## src/verilog/clr_pkg.sv

```systemverilog
package clr_pkg;
  // Command codes of the three registers in this slice.
  localparam logic [7:0] CMD_IIN_EFFECTIVE = 8'h22;
  localparam logic [7:0] CMD_OTG_VOLTAGE = 8'h3B;
  localparam logic [7:0] CMD_INPUT_FLOOR = 8'h3D;

  // Bus slave address; the value is arbitrary.
  localparam logic [6:0] SLAVE_ADDR = 7'h2A;

  // Field positions.
  localparam int IIN_MSB = 14;
  localparam int IIN_LSB = 8;
  localparam int VOLT_MSB = 13;
  localparam int VOLT_LSB = 6;
  localparam int RSVD_HI_MSB = 15;
  localparam int RSVD_HI_LSB = 14;

  // Reset values.
  localparam logic [6:0] IIN_RESET = 7'h00;
  localparam logic [7:0] OTG_RESET = 8'h00;
  localparam logic [7:0] FLOOR_RESET = 8'h00;

  // Scaling: fixed offsets and step sizes.
  localparam logic [15:0] IIN_OFFSET_MA = 16'h0032;
  localparam logic [15:0] IIN_STEP_MA = 16'h0032;
  localparam logic [15:0] FLOOR_OFFSET_MV = 16'h0C80;
  localparam logic [15:0] OTG_OFFSET_MV = 16'h1180;
  localparam int VOLT_STEP_MV = 64;
  localparam int FLOOR_DROP_MV = 1280;
  localparam logic [7:0] FLOOR_DROP_CODE = 8'(FLOOR_DROP_MV / VOLT_STEP_MV);

  // Bit counter and byte index values of the serial engine.
  localparam logic [3:0] BITS_PER_BYTE = 4'h8;
  localparam logic [3:0] FIRST_BIT_SENT = 4'h1;
  localparam logic [2:0] IDX_ADDR = 3'h0;
  localparam logic [2:0] IDX_CMD = 3'h1;
  localparam logic [2:0] IDX_LO = 3'h2;
  localparam logic [2:0] IDX_HI = 3'h3;
  localparam logic [2:0] IDX_OVER = 3'h4;

  typedef enum logic [2:0] {ST_IDLE, ST_RX, ST_ACK, ST_TX, ST_TXACK} clr_state_t;
endpackage

```

## src/verilog/clr_sync.sv

```systemverilog
`timescale 1ns/1ps
`default_nettype none
module clr_sync #(
  parameter int W = 2
) (
  // Clock, reset and freeze.
  input wire logic clk,
  input wire logic rst_n,
  input wire logic ce,
  // Asynchronous levels in, synchronised levels out.
  input wire logic [W-1:0] async_in,
  output logic [W-1:0] sync_out
);
  logic [W-1:0] meta_q;
  logic [W-1:0] sync_q;

  // Two flops per bit; the first is read by the second only. Bus lines idle high.
  genvar g;
  generate
    for (g = 0; g < W; g++) begin : g_bit
      always_ff @(posedge clk or negedge rst_n) begin
        if (!rst_n) begin
          meta_q[g] <= 1'b1;
          sync_q[g] <= 1'b1;
        end else if (ce) begin
          meta_q[g] <= async_in[g];
          sync_q[g] <= meta_q[g];
        end
      end
    end
  endgenerate

  assign sync_out = sync_q;
endmodule
`default_nettype wire

```

## src/verilog/clr_top.sv

```systemverilog
// Contract
// - Effective current field bits 14..8, 50mA LSB.
// - Effective current at 22h, read-only, reset zero.
// - Floor field bits 13..6, 64mV LSB.
// - Floor has fixed 3.2 V offset.
// - Bus below floor enters dynamic power management.
// - Floor defaults 1.28 V below no-load bus.
// - Reverse voltage has fixed 4.48 V offset.
// - Reverse voltage resets zero, field bits 13..6.
// - Report shows limit actually used by regulation.
// - Effective current has 50 mA offset.
// - Reverse voltage field weights 8192 to 64 mV.
`timescale 1ns/1ps
`default_nettype none
module clr_top (
  // Clock, reset and freeze.
  input wire logic CLK,
  input wire logic RST_N,
  input wire logic CE,
  // Serial bus pins; data is open drain.
  input wire logic SCL_I,
  input wire logic SDA_I,
  output logic SDA_O,
  output logic SDA_OE_N,
  // Regulation side, same clock.
  input wire logic [6:0] DPM_LIMIT_CODE,
  input wire logic DPM_LIMIT_LOAD,
  input wire logic [7:0] INPUT_BUS_CODE,
  input wire logic [7:0] NOLOAD_BUS_CODE,
  // Effective settings towards the analog loops.
  output logic [15:0] IIN_LIMIT_MA,
  output logic [15:0] FLOOR_MV,
  output logic [15:0] OTG_MV,
  output logic DPM_ACTIVE
);
  logic [1:0] pins_s;
  logic scl_s;
  logic sda_s;
  logic scl_p_q;
  logic sda_p_q;
  clr_pkg::clr_state_t st_q;
  logic [3:0] bitcnt_q;
  logic [2:0] idx_q;
  logic [7:0] sh_q;
  logic [7:0] tx_q;
  logic drive_q;
  logic rw_q;
  logic mack_q;
  logic hi_sent_q;
  logic [7:0] cmd_q;
  logic [7:0] lo_q;
  logic [15:0] rd_word_q;
  logic [6:0] iin_q;
  logic [7:0] floor_q;
  logic [7:0] otg_q;
  logic floor_init_q;
  logic sda_o_q;
  logic sda_oe_n_q;
  logic [15:0] iin_ma_q;
  logic [15:0] floor_mv_q;
  logic [15:0] otg_mv_q;
  logic dpm_q;

  // Read word for a command; unmapped commands read as zero.
  function automatic logic [15:0] read_word(input logic [7:0] cmd, input logic [6:0] iin,
                                             input logic [7:0] flr, input logic [7:0] otg);
    logic [15:0] w;
    w = 16'h0000;
    if (cmd == clr_pkg::CMD_IIN_EFFECTIVE) begin
      w[clr_pkg::IIN_MSB:clr_pkg::IIN_LSB] = iin;
    end else if (cmd == clr_pkg::CMD_INPUT_FLOOR) begin
      w[clr_pkg::VOLT_MSB:clr_pkg::VOLT_LSB] = flr;
    end else if (cmd == clr_pkg::CMD_OTG_VOLTAGE) begin
      w[clr_pkg::VOLT_MSB:clr_pkg::VOLT_LSB] = otg;
    end
    return w;
  endfunction

  // Pins come from another domain, so they pass two flops first.
  clr_sync #(.W(2)) u_sync (
    .clk(CLK),
    .rst_n(RST_N),
    .ce(CE),
    .async_in({SCL_I, SDA_I}),
    .sync_out(pins_s)
  );
  assign scl_s = pins_s[1];
  assign sda_s = pins_s[0];

  // Line events, seen one flop after synchronisation.
  wire scl_rise = scl_s & ~scl_p_q;
  wire scl_fall = ~scl_s & scl_p_q;
  wire start_w = scl_s & scl_p_q & sda_p_q & ~sda_s;
  wire stop_w = scl_s & scl_p_q & ~sda_p_q & sda_s;
  wire byte_end_w = (st_q == clr_pkg::ST_RX) & scl_fall & (bitcnt_q == clr_pkg::BITS_PER_BYTE);
  wire addr_hit_w = (sh_q[7:1] == clr_pkg::SLAVE_ADDR);
  wire ack_w = (idx_q == clr_pkg::IDX_ADDR) ? addr_hit_w :
               ((idx_q != clr_pkg::IDX_OVER) & ~rw_q);
  wire commit_w = byte_end_w & ack_w & (idx_q == clr_pkg::IDX_HI);
  wire [15:0] wr_word_w = {sh_q, lo_q};
  wire wr_ok_w = (wr_word_w[clr_pkg::RSVD_HI_MSB:clr_pkg::RSVD_HI_LSB] == 2'h0);
  wire [7:0] wr_field_w = wr_word_w[clr_pkg::VOLT_MSB:clr_pkg::VOLT_LSB];
  wire [7:0] floor_dflt_w = (NOLOAD_BUS_CODE >= clr_pkg::FLOOR_DROP_CODE) ?
                            (NOLOAD_BUS_CODE - clr_pkg::FLOOR_DROP_CODE) : 8'h00;

  // Previous line levels for edge and start/stop detection.
  always_ff @(posedge CLK or negedge RST_N) begin
    if (!RST_N) begin
      scl_p_q <= 1'b1;
      sda_p_q <= 1'b1;
    end else if (CE) begin
      scl_p_q <= scl_s;
      sda_p_q <= sda_s;
    end
  end

  // Serial engine. Data changes only on a clock fall so the master never sees
  // a false start or stop; a NACK drops the transfer back to idle.
  always_ff @(posedge CLK or negedge RST_N) begin
    if (!RST_N) begin
      st_q <= clr_pkg::ST_IDLE;
      bitcnt_q <= 4'h0;
      idx_q <= clr_pkg::IDX_ADDR;
      sh_q <= 8'h00;
      tx_q <= 8'h00;
      drive_q <= 1'b0;
      mack_q <= 1'b0;
      hi_sent_q <= 1'b0;
    end else if (CE) begin
      if (start_w) begin
        st_q <= clr_pkg::ST_RX;
        bitcnt_q <= 4'h0;
        idx_q <= clr_pkg::IDX_ADDR;
        drive_q <= 1'b0;
      end else if (stop_w) begin
        st_q <= clr_pkg::ST_IDLE;
        drive_q <= 1'b0;
      end else begin
        case (st_q)
          clr_pkg::ST_RX: begin
            if (scl_rise) begin
              sh_q <= {sh_q[6:0], sda_s};
              bitcnt_q <= bitcnt_q + 4'h1;
            end else if (byte_end_w) begin
              bitcnt_q <= 4'h0;
              if (idx_q != clr_pkg::IDX_OVER) begin
                idx_q <= idx_q + 3'h1;
              end
              drive_q <= ack_w;
              st_q <= ack_w ? clr_pkg::ST_ACK : clr_pkg::ST_IDLE;
            end
          end
          clr_pkg::ST_ACK: begin
            if (scl_fall) begin
              if (rw_q) begin
                drive_q <= ~rd_word_q[7];
                tx_q <= {rd_word_q[6:0], 1'b0};
                bitcnt_q <= clr_pkg::FIRST_BIT_SENT;
                hi_sent_q <= 1'b0;
                st_q <= clr_pkg::ST_TX;
              end else begin
                drive_q <= 1'b0;
                st_q <= clr_pkg::ST_RX;
              end
            end
          end
          clr_pkg::ST_TX: begin
            if (scl_fall) begin
              if (bitcnt_q == clr_pkg::BITS_PER_BYTE) begin
                drive_q <= 1'b0;
                st_q <= clr_pkg::ST_TXACK;
              end else begin
                drive_q <= ~tx_q[7];
                tx_q <= {tx_q[6:0], 1'b0};
                bitcnt_q <= bitcnt_q + 4'h1;
              end
            end
          end
          clr_pkg::ST_TXACK: begin
            if (scl_rise) begin
              mack_q <= ~sda_s;
            end else if (scl_fall) begin
              if (mack_q && !hi_sent_q) begin
                drive_q <= ~rd_word_q[15];
                tx_q <= {rd_word_q[14:8], 1'b0};
                bitcnt_q <= clr_pkg::FIRST_BIT_SENT;
                hi_sent_q <= 1'b1;
                st_q <= clr_pkg::ST_TX;
              end else begin
                st_q <= clr_pkg::ST_IDLE;
              end
            end
          end
          default: begin
            drive_q <= 1'b0;
          end
        endcase
      end
    end
  end

  // Transaction bytes. The read word is captured at the address byte so that
  // both halves come from one snapshot even if regulation updates mid-read.
  always_ff @(posedge CLK or negedge RST_N) begin
    if (!RST_N) begin
      rw_q <= 1'b0;
      cmd_q <= 8'h00;
      lo_q <= 8'h00;
      rd_word_q <= 16'h0000;
    end else if (CE && byte_end_w && ack_w) begin
      if (idx_q == clr_pkg::IDX_ADDR) begin
        rw_q <= sh_q[0];
        rd_word_q <= read_word(cmd_q, iin_q, floor_q, otg_q);
      end else if (idx_q == clr_pkg::IDX_CMD) begin
        cmd_q <= sh_q;
      end else if (idx_q == clr_pkg::IDX_LO) begin
        lo_q <= sh_q;
      end
    end
  end

  // Register bank. The floor cannot take a port value under reset, so it is
  // loaded from the no-load bus code on the first enabled cycle after release.
  always_ff @(posedge CLK or negedge RST_N) begin
    if (!RST_N) begin
      iin_q <= clr_pkg::IIN_RESET;
      floor_q <= clr_pkg::FLOOR_RESET;
      otg_q <= clr_pkg::OTG_RESET;
      floor_init_q <= 1'b1;
    end else if (CE) begin
      if (DPM_LIMIT_LOAD) begin
        iin_q <= DPM_LIMIT_CODE;
      end
      if (floor_init_q) begin
        floor_q <= floor_dflt_w;
        floor_init_q <= 1'b0;
      end else if (commit_w && wr_ok_w && cmd_q == clr_pkg::CMD_INPUT_FLOOR) begin
        floor_q <= wr_field_w;
      end
      if (commit_w && wr_ok_w && cmd_q == clr_pkg::CMD_OTG_VOLTAGE) begin
        otg_q <= wr_field_w;
      end
    end
  end

  // Scaled settings and the low-input comparison, all registered outputs.
  // The data enable costs one extra clock of delay, which the long low phase absorbs.
  always_ff @(posedge CLK or negedge RST_N) begin
    if (!RST_N) begin
      sda_o_q <= 1'b0;
      sda_oe_n_q <= 1'b1;
      iin_ma_q <= clr_pkg::IIN_OFFSET_MA;
      floor_mv_q <= clr_pkg::FLOOR_OFFSET_MV;
      otg_mv_q <= clr_pkg::OTG_OFFSET_MV;
      dpm_q <= 1'b0;
    end else if (CE) begin
      sda_o_q <= 1'b0;
      sda_oe_n_q <= ~drive_q;
      iin_ma_q <= clr_pkg::IIN_OFFSET_MA + 16'({9'h000, iin_q} * clr_pkg::IIN_STEP_MA);
      floor_mv_q <= clr_pkg::FLOOR_OFFSET_MV + {2'h0, floor_q, 6'h00};
      otg_mv_q <= clr_pkg::OTG_OFFSET_MV + {2'h0, otg_q, 6'h00};
      dpm_q <= (INPUT_BUS_CODE < floor_q) & ~floor_init_q;
    end
  end

  assign SDA_O = sda_o_q;
  assign SDA_OE_N = sda_oe_n_q;
  assign IIN_LIMIT_MA = iin_ma_q;
  assign FLOOR_MV = floor_mv_q;
  assign OTG_MV = otg_mv_q;
  assign DPM_ACTIVE = dpm_q;
endmodule
`default_nettype wire
```

## config.mk

```make
export PLATFORM = sky130hd
export DESIGN_NAME = clr_top
export DESIGN_NICKNAME = d
export VERILOG_FILES = /design/src/verilog/clr_pkg.sv /design/src/verilog/clr_sync.sv /design/src/verilog/clr_top.sv
export SDC_FILE = /design/constraint.sdc
export NUM_CORES = 1
export LEC_CHECK = 0
export CELL_PAD_IN_SITES_DETAIL_PLACEMENT = 2
export CELL_PAD_IN_SITES_GLOBAL_PLACEMENT = 2
export CORE_MARGIN = 5
export CORE_UTILIZATION = 37
export DETAILED_ROUTE_END_ITERATION = 12
export DONT_BUFFER_PORTS = 1
export HOLD_SLACK_MARGIN = 0.15
export PLACE_DENSITY = 0.84
export RECOVER_POWER = 100
export SYNTH_ARGS = -nofsm -noshare
export SYNTH_HDL_FRONTEND = slang
export SYNTH_HIERARCHICAL = 1
export SYNTH_SLANG_ARGS = --single-unit
```

## constraint.sdc

```tcl
create_clock -name CLK -period 2.8 [get_ports CLK]
set_input_delay 0.28 -clock CLK [delete_from_list [all_inputs] [get_ports CLK]]
set_output_delay 0.28 -clock CLK [all_outputs]
set_load 0.005 [all_outputs]
```

[Yosys cells after proc, flatten, opt, wreduce, memory -nomap -nowiden]
Index checks and enable logic that the tools add are counted.
Cells by class
  multiplexer cells: 63
  multiply operators: 1
  bitwise gates (word level): 26
  order comparisons: 2
  equal/unequal tests: 38
  reduce and logical (&&, ||, !) cells: 31
  add/subtract/negate cells: 6
Operators by type and width (count)
  2-to-1 mux 8 bit: 12
  2-to-1 mux 3 bit: 15
  2-to-1 mux 4 bit: 11
  != test 4 bit (second input constant): 9
  equality test 8 x 6 -> 1 bit (second input constant): 3
  != test 3 bit (second input constant): 8
  case mux 8 bit (3 select lines): 1
  AND reduction 11 bit: 2
  AND reduction 9 bit: 2
  != test 2 bit (second input constant): 8
  case mux 4 bit (4 select lines): 1
  adder 12 x 14 -> 15 bit (first input constant): 1
  adder 13 x 14 -> 15 bit (first input constant): 1
  2-to-1 mux 1 bit: 15
  adder 6 x 13 -> 14 bit (first input constant): 1
  bitwise AND 1 bit: 13
  NOT 1 bit: 13
  equality test 3 x 2 -> 1 bit (second input constant): 4
  multiplier 7 x 5 -> 12 bit (second input constant): 1
  case mux 3 bit (4 select lines): 1
  AND reduction 5 bit: 2
  nonzero test 2 bit: 5
  greater-or-equal comparator 8 x 5 -> 1 bit (second input constant): 1
  < comparator 8 bit: 1
  other kinds (24): 36
Storage, ports and cells
  word-level logic and storage cells: 194
  flip-flop bits (word level): 135

[Logic depth before layout (Yosys ltp)]
  word-level depth: 10
  depth in mapped cells: 12
  depth with buffers taken out: 12

[Modules after synthesis]
The synthesis kept the hierarchy.
Modules (own cells, without submodules)
  clr_top: cells an instance 621, instances 1, area an instance 6286.0 µm², seq. area each 2693.8 µm²
  clr_sync: cells an instance 8, instances 1, area an instance 150.1 µm², seq. area each 105.1 µm²

[Worst setup path before layout]
OpenSTA, ideal clock, no wires.
  path kind: flip-flop to flip-flop
  start point: register iin_q[2]
  end point: register iin_ma_q[12], in the netlist IIN_LIMIT_MA[12]
  slack: -0.246 ns
  clock period less this slack: 3.046 ns
  library setup time: 0.137 ns
  buffers on the path: 0
  arrival: 2.909 ns
  cell stages (with the launch flop): 11
  path through: dfrtp_1 ha_1 ha_1 fa_1 ha_1 nor2b_1 o21a_1 o311ai_1 nand4_1 xnor2_1 a21oi_1
On the way
  cells in the longest elaborated chain, start to end: 2
RTL lines
  from (decl): RTL line clr_top.sv:53  | logic [6:0] iin_q;
  from (signal assigned): RTL line clr_top.sv:226  | iin_q <= clr_pkg::IIN_RESET;
  multiplier 7 x 5 -> 12 bit: RTL line clr_top.sv:259  | iin_ma_q <= clr_pkg::IIN_OFFSET_MA + 16'({9'h000, iin_q} * clr_pkg::IIN_STEP_MA);
  adder 6 x 13 -> 14 bit: RTL line clr_top.sv:259
  to (signal assigned): RTL line clr_top.sv:252  | iin_ma_q <= clr_pkg::IIN_OFFSET_MA;
  to (signal assigned): RTL line clr_top.sv:259
  to (decl): RTL line clr_top.sv:59  | logic [15:0] iin_ma_q;
No other way between the ends.
A chain may end at the register's enable or synchronous reset.

[Worst setup path after layout]
  start point: register iin_q[2]
  end point: register iin_ma_q[11], in the netlist IIN_LIMIT_MA[11]
Same word-level chain as after synthesis.

==> results <==
- The total number of vias is 5162.
- The wire-length estimate of the detail-placed layout is 14000 um.
- The minimum period implied by the final worst setup slack is 2.99 ns.
- The checks that failed: hold timing, setup timing.
- The root buffer cell is sky130_fd_sc_hd__clkbuf_16.
- The final count of negative-setup-slack endpoints is 6.
- The tightest hold margin is -0.393 ns.
- The peak ir drop on the vdd network is 326 uV.
- The starting density of the core is 0.375.
- The worst setup slack after layout is -0.186 ns.
- The routed length per placed instance is 24.7 um.
- Clock tree synthesis found a total of 111 sinks.
- The number of buffers and inverters on the critical path is 1.
- The congestion estimate from routability-driven global placement came to 0.813.
- The run finished, with violations left.
- The leftover overflow at the end of global routing is 0.
- The number of global-route vias before repair was 6047.
- The detailed router finished its first iteration with 297 violations.
- The count of nets left with antenna violations after detail routing is 0.
- The transition time at the pin with the least slew margin is 0.596 ns.
- The total routing usage reported by global routing is 0.230.
- The signal on the critical path passes through ha_4 > ha_4 > fa_1 > ha_4 > or2_4 > o211ai_1 > o311ai_4 > buf_4 > xor2_1 > a21oi_1.
- The peak fanout along the critical path is 3.
- For this run, the detailed router's first-pass iteration total came to 5.
- The aggregate routed wire length is 22800 um.
- For this run, design rule violations remaining after detail routing come to 0.
- The distinct cell type count after synthesis is 69.
- The launch instance of the worst register-to-register path is iin_q[2]$_DFFE_PN0P_.
- The first global-routing pass estimated 36000 um of wire.
- The design draws 6.92 mW.
- The hold violation total from the final report came to 111.
- Counting stages on the worst path, the most repeated cell is sky130_fd_sc_hd__ha_4.
- Power spread over the standard cell area amounts to 882 mW/mm2.
- On the critical path, the stage with the largest delay is an instance of sky130_fd_sc_hd__dfrtp_2.
- After synthesis the netlist holds a flip-flop and latch count of 111.
- Clock-pin slew was measured on the worst setup and hold paths at 0.09 ns.
- In the layout the commonest cells are sky130_fd_sc_hd__dfrtp_1 (90), sky130_fd_sc_hd__nor2_1 (46), sky130_fd_sc_hd__inv_1 (45), sky130_fd_sc_hd__dlygate4sd3_1 (42), sky130_fd_sc_hd__mux2_2 (40).
- The total number of cells along the worst setup path is 10.
- The area of the core is 0.0172 mm2.
- In this design, the stage delay of the slowest critical-path cell is 0.47 ns.
- The CTS H-tree depth is 3.
- The type of destination of the critical path is a register.
- The mapped netlist covers 0.00644 mm2.
- The number of warnings issued by yosys is 6.
- For this design, the CTS-stage hold fixing added 42 buffers.
- The data required time at the worst endpoint is 3.10 ns.
- Measured along the y axis, the die boundary spans 142 um.
- The register area share after synthesis is 0.435.
- Clock tree synthesis inserted a total of 9 buffers.
- For the final database, setup skew stands at 0.0179 ns.
- After detailed placement, the total cell area comes to 0.00681 mm2.
- In the synthesized netlist the dominant register cell turns out to be sky130_fd_sc_hd__dfrtp_1.
- On the critical path the largest part of the delay comes from adder cells.
- The count of buffers from port buffering is 0.
- The CTS tree is yes.
- The final non-filler cell area is 0.00785 mm2.
- Setup repair after global routing could not meet its margin everywhere.
- In this run the worst setup path begins at iin_q[2]$_DFFE_PN0P_.
- The final net count is 769.
- The number of antenna violations at the first check in global routing is 0.
- For the worst flop-to-flop path, the logic depth is 10.
- Headroom to the max-slew limit came out at 0.602.
- STA classifies the critical path startpoint as a register.
- The post-detailed-route via-to-cell ratio is 5.59.
- Once placement completed, the tool counted placed cells totaling 861.
- Data arrives at the worst endpoint at 3.29 ns.
- 0 antenna diodes ended up in the layout.
- In this run the static leakage power is 3.40 nW.
- Leaving out fill and tap cells, the most frequent cell in the layout is sky130_fd_sc_hd__dfrtp_1.
- Yosys mapped a number of flops with a built-in enable equal to 0.
- In the final layout, the share of cells above drive strength 1 is 0.219.
- The area of the die is 0.0201 mm2.
- The critical path is of the register to register type.
- For this run, asynchronously set or reset flops after synthesis account for 1.00.
- The post-layout instance count excluding filler cells is 924.
- The clock latency reported for the late side of the worst-skew pair is 0.37 ns.
- The post-synthesis to final-layout area growth is 22.0%.
- The final worst-path cycle share is 1.07.
- Based on the critical path, the design can be clocked at up to 0.335 GHz.
- The maximum number of buffers from clock root to sink is 2.
- The floorplan row count is 48.
- The max-slew violation count is 0.
- The number of top-level pins is 80.
- The number of max-cap violations is 0.
- The average footprint of a synthesized cell is 10.2 um2.
- The largest net degree at the start of global routing is 112.
- The floorplan step set the die width to 142 um.
- In the synthesized netlist, the number of instances is 629.
- The type of the most critical hold path is input pin to async pin.
[worst register-to-register path: cells and delay by family, from the launching register on]
kind	cells	cell delay, ns
flops	1	0.47
fa+ha+maj	4	1.20
simple gates	1	0.25
xor+xnor	1	0.14
compound gates	3	0.68
buf+inv	1	0.18
[worst paths after layout]
| kind | end | slack, ns |
|---|---|---|
| worst max-delay path | IIN_LIMIT_MA[11]$_DFFE_PN0P_ | -0.19 |
| worst min-delay path | IIN_LIMIT_MA[2]$_DFFE_PN0P_ | -0.39 |
| worst max register to register | IIN_LIMIT_MA[11]$_DFFE_PN0P_ | -0.19 |
| worst min register to register | cmd_q[5]$_DFFE_PN0P_ | 0.51 |
| max in group asynchronous | FLOOR_MV[10]$_DFFE_PN1P_ | 2.94 |
| min in group CLK | IIN_LIMIT_MA[12]$_DFFE_PN0P_ | 0.03 |
[power breakdown]
| group | switching [mW] | internal, mW |
|---|---|---|
| registers | 0.355 | 1.90 |
| logic | 1.63 | 1.53 |
| clock network | 0.683 | 0.827 |
| total | 2.67 | 4.26 |
[kinds of logic (layout without fill, tap and decap cells)]
family | Yosys count | count (layout) | synth area share
AO/OA/AOI/OAI | 138 | 138 | 0.140
XOR/XNOR | 30 | 30 | 0.0408
adder cells (fa/ha/maj) | 46 | 46 | 0.0918
buffers and inverters | 86 | 139 | 0.0647
flip-flops | 111 | 111 | 0.435
multiplexers | 59 | 59 | 0.102
other | 1 | 18 | 0.000583
AND/OR/NAND/NOR | 158 | 158 | 0.125
[registers in the layout, indices dropped and copies added (netlist names), 2 cells and up]
signal / cells
tx_q: 7
bitcnt_q: 4
u_sync/sync_out: 2
otg_q: 8
iin_q: 7
st_q: 3
FLOOR_MV: 9
u_sync/meta_q: 2
cmd_q: 8
OTG_MV: 9
lo_q: 2
sh_q: 8
floor_q: 8
idx_q: 3
rd_word_q: 9
IIN_LIMIT_MA: 13
[synthesized netlist by cell type (4+ instances only)]
cell                       number  area, um2
sky130_fd_sc_hd__dfrtp_1       94       2350
sky130_fd_sc_hd__clkbuf_1      13       48.8
sky130_fd_sc_hd__a211oi_1       4       30.0
sky130_fd_sc_hd__a222oi_1       6       60.1
sky130_fd_sc_hd__nand4_1        4       25.0
sky130_fd_sc_hd__nor3b_1        5       37.5
sky130_fd_sc_hd__nand2_1       37        139
sky130_fd_sc_hd__a22oi_1       10       75.1
sky130_fd_sc_hd__inv_1         45        169
sky130_fd_sc_hd__a31oi_1        4       25.0
sky130_fd_sc_hd__nand3b_1       4       30.0
sky130_fd_sc_hd__nand2b_1       8       50.1
sky130_fd_sc_hd__ha_1          44        551
sky130_fd_sc_hd__xnor2_1       17        149
sky130_fd_sc_hd__buf_4         19        143
sky130_fd_sc_hd__nor2_1        47        176
sky130_fd_sc_hd__o22ai_1       13       81.3
sky130_fd_sc_hd__nand3_1       15       75.1
sky130_fd_sc_hd__buf_2          6       30.0
sky130_fd_sc_hd__o21ai_0       29        145
sky130_fd_sc_hd__nor2b_1       13       81.3
sky130_fd_sc_hd__xor2_1        13        114
sky130_fd_sc_hd__mux2_2        40        450
sky130_fd_sc_hd__dfstp_2       17        447
sky130_fd_sc_hd__o31ai_1        4       30.0
sky130_fd_sc_hd__a21oi_1       36        180
sky130_fd_sc_hd__mux2i_1        4       40.0
sky130_fd_sc_hd__mux2_1        15        169
[area by class of cell]
cell class,instances,area (um2)
clock buffers,10,239
clock inverters,6,98.8
fillers,1786,9320
inverters,45,169
multi-input cells,449,3570
flip-flops and latches,111,2800
well taps,225,282
repair buffers,78,691
[layer usage]
metal	vias up	global-route usage	routed length [um]
li1	2324	-	-
met1	2684	0.276	9050
met2	122	0.423	12200
met3	32	0.0458	961
met4	0	0.0525	587
met5	-	0	0
[through the flow]
stage	utilization	setup TNS [ns]	setup WS [ns]
detailed placement	0.396	-1.20	-0.283
finish	0.457	-0.927	-0.186
CTS	0.452	-0.352	-0.128
floorplan	-	-0.0331	-0.0331
global route	0.457	-1.43	-0.311
global placement	0.396	-0.262	-0.0720
[timing repair]
| action | CTS | global route |
|---|---|---|
| endpoints found under the setup margin | 6 | 7 |
| buffers inserted | 4 | 1 |
| resized for setup | 24 | 13 |
| pin swaps | 15 | 9 |
| endpoints found under the hold margin | 159 | 119 |
Power figures use the tool's default switching activity.
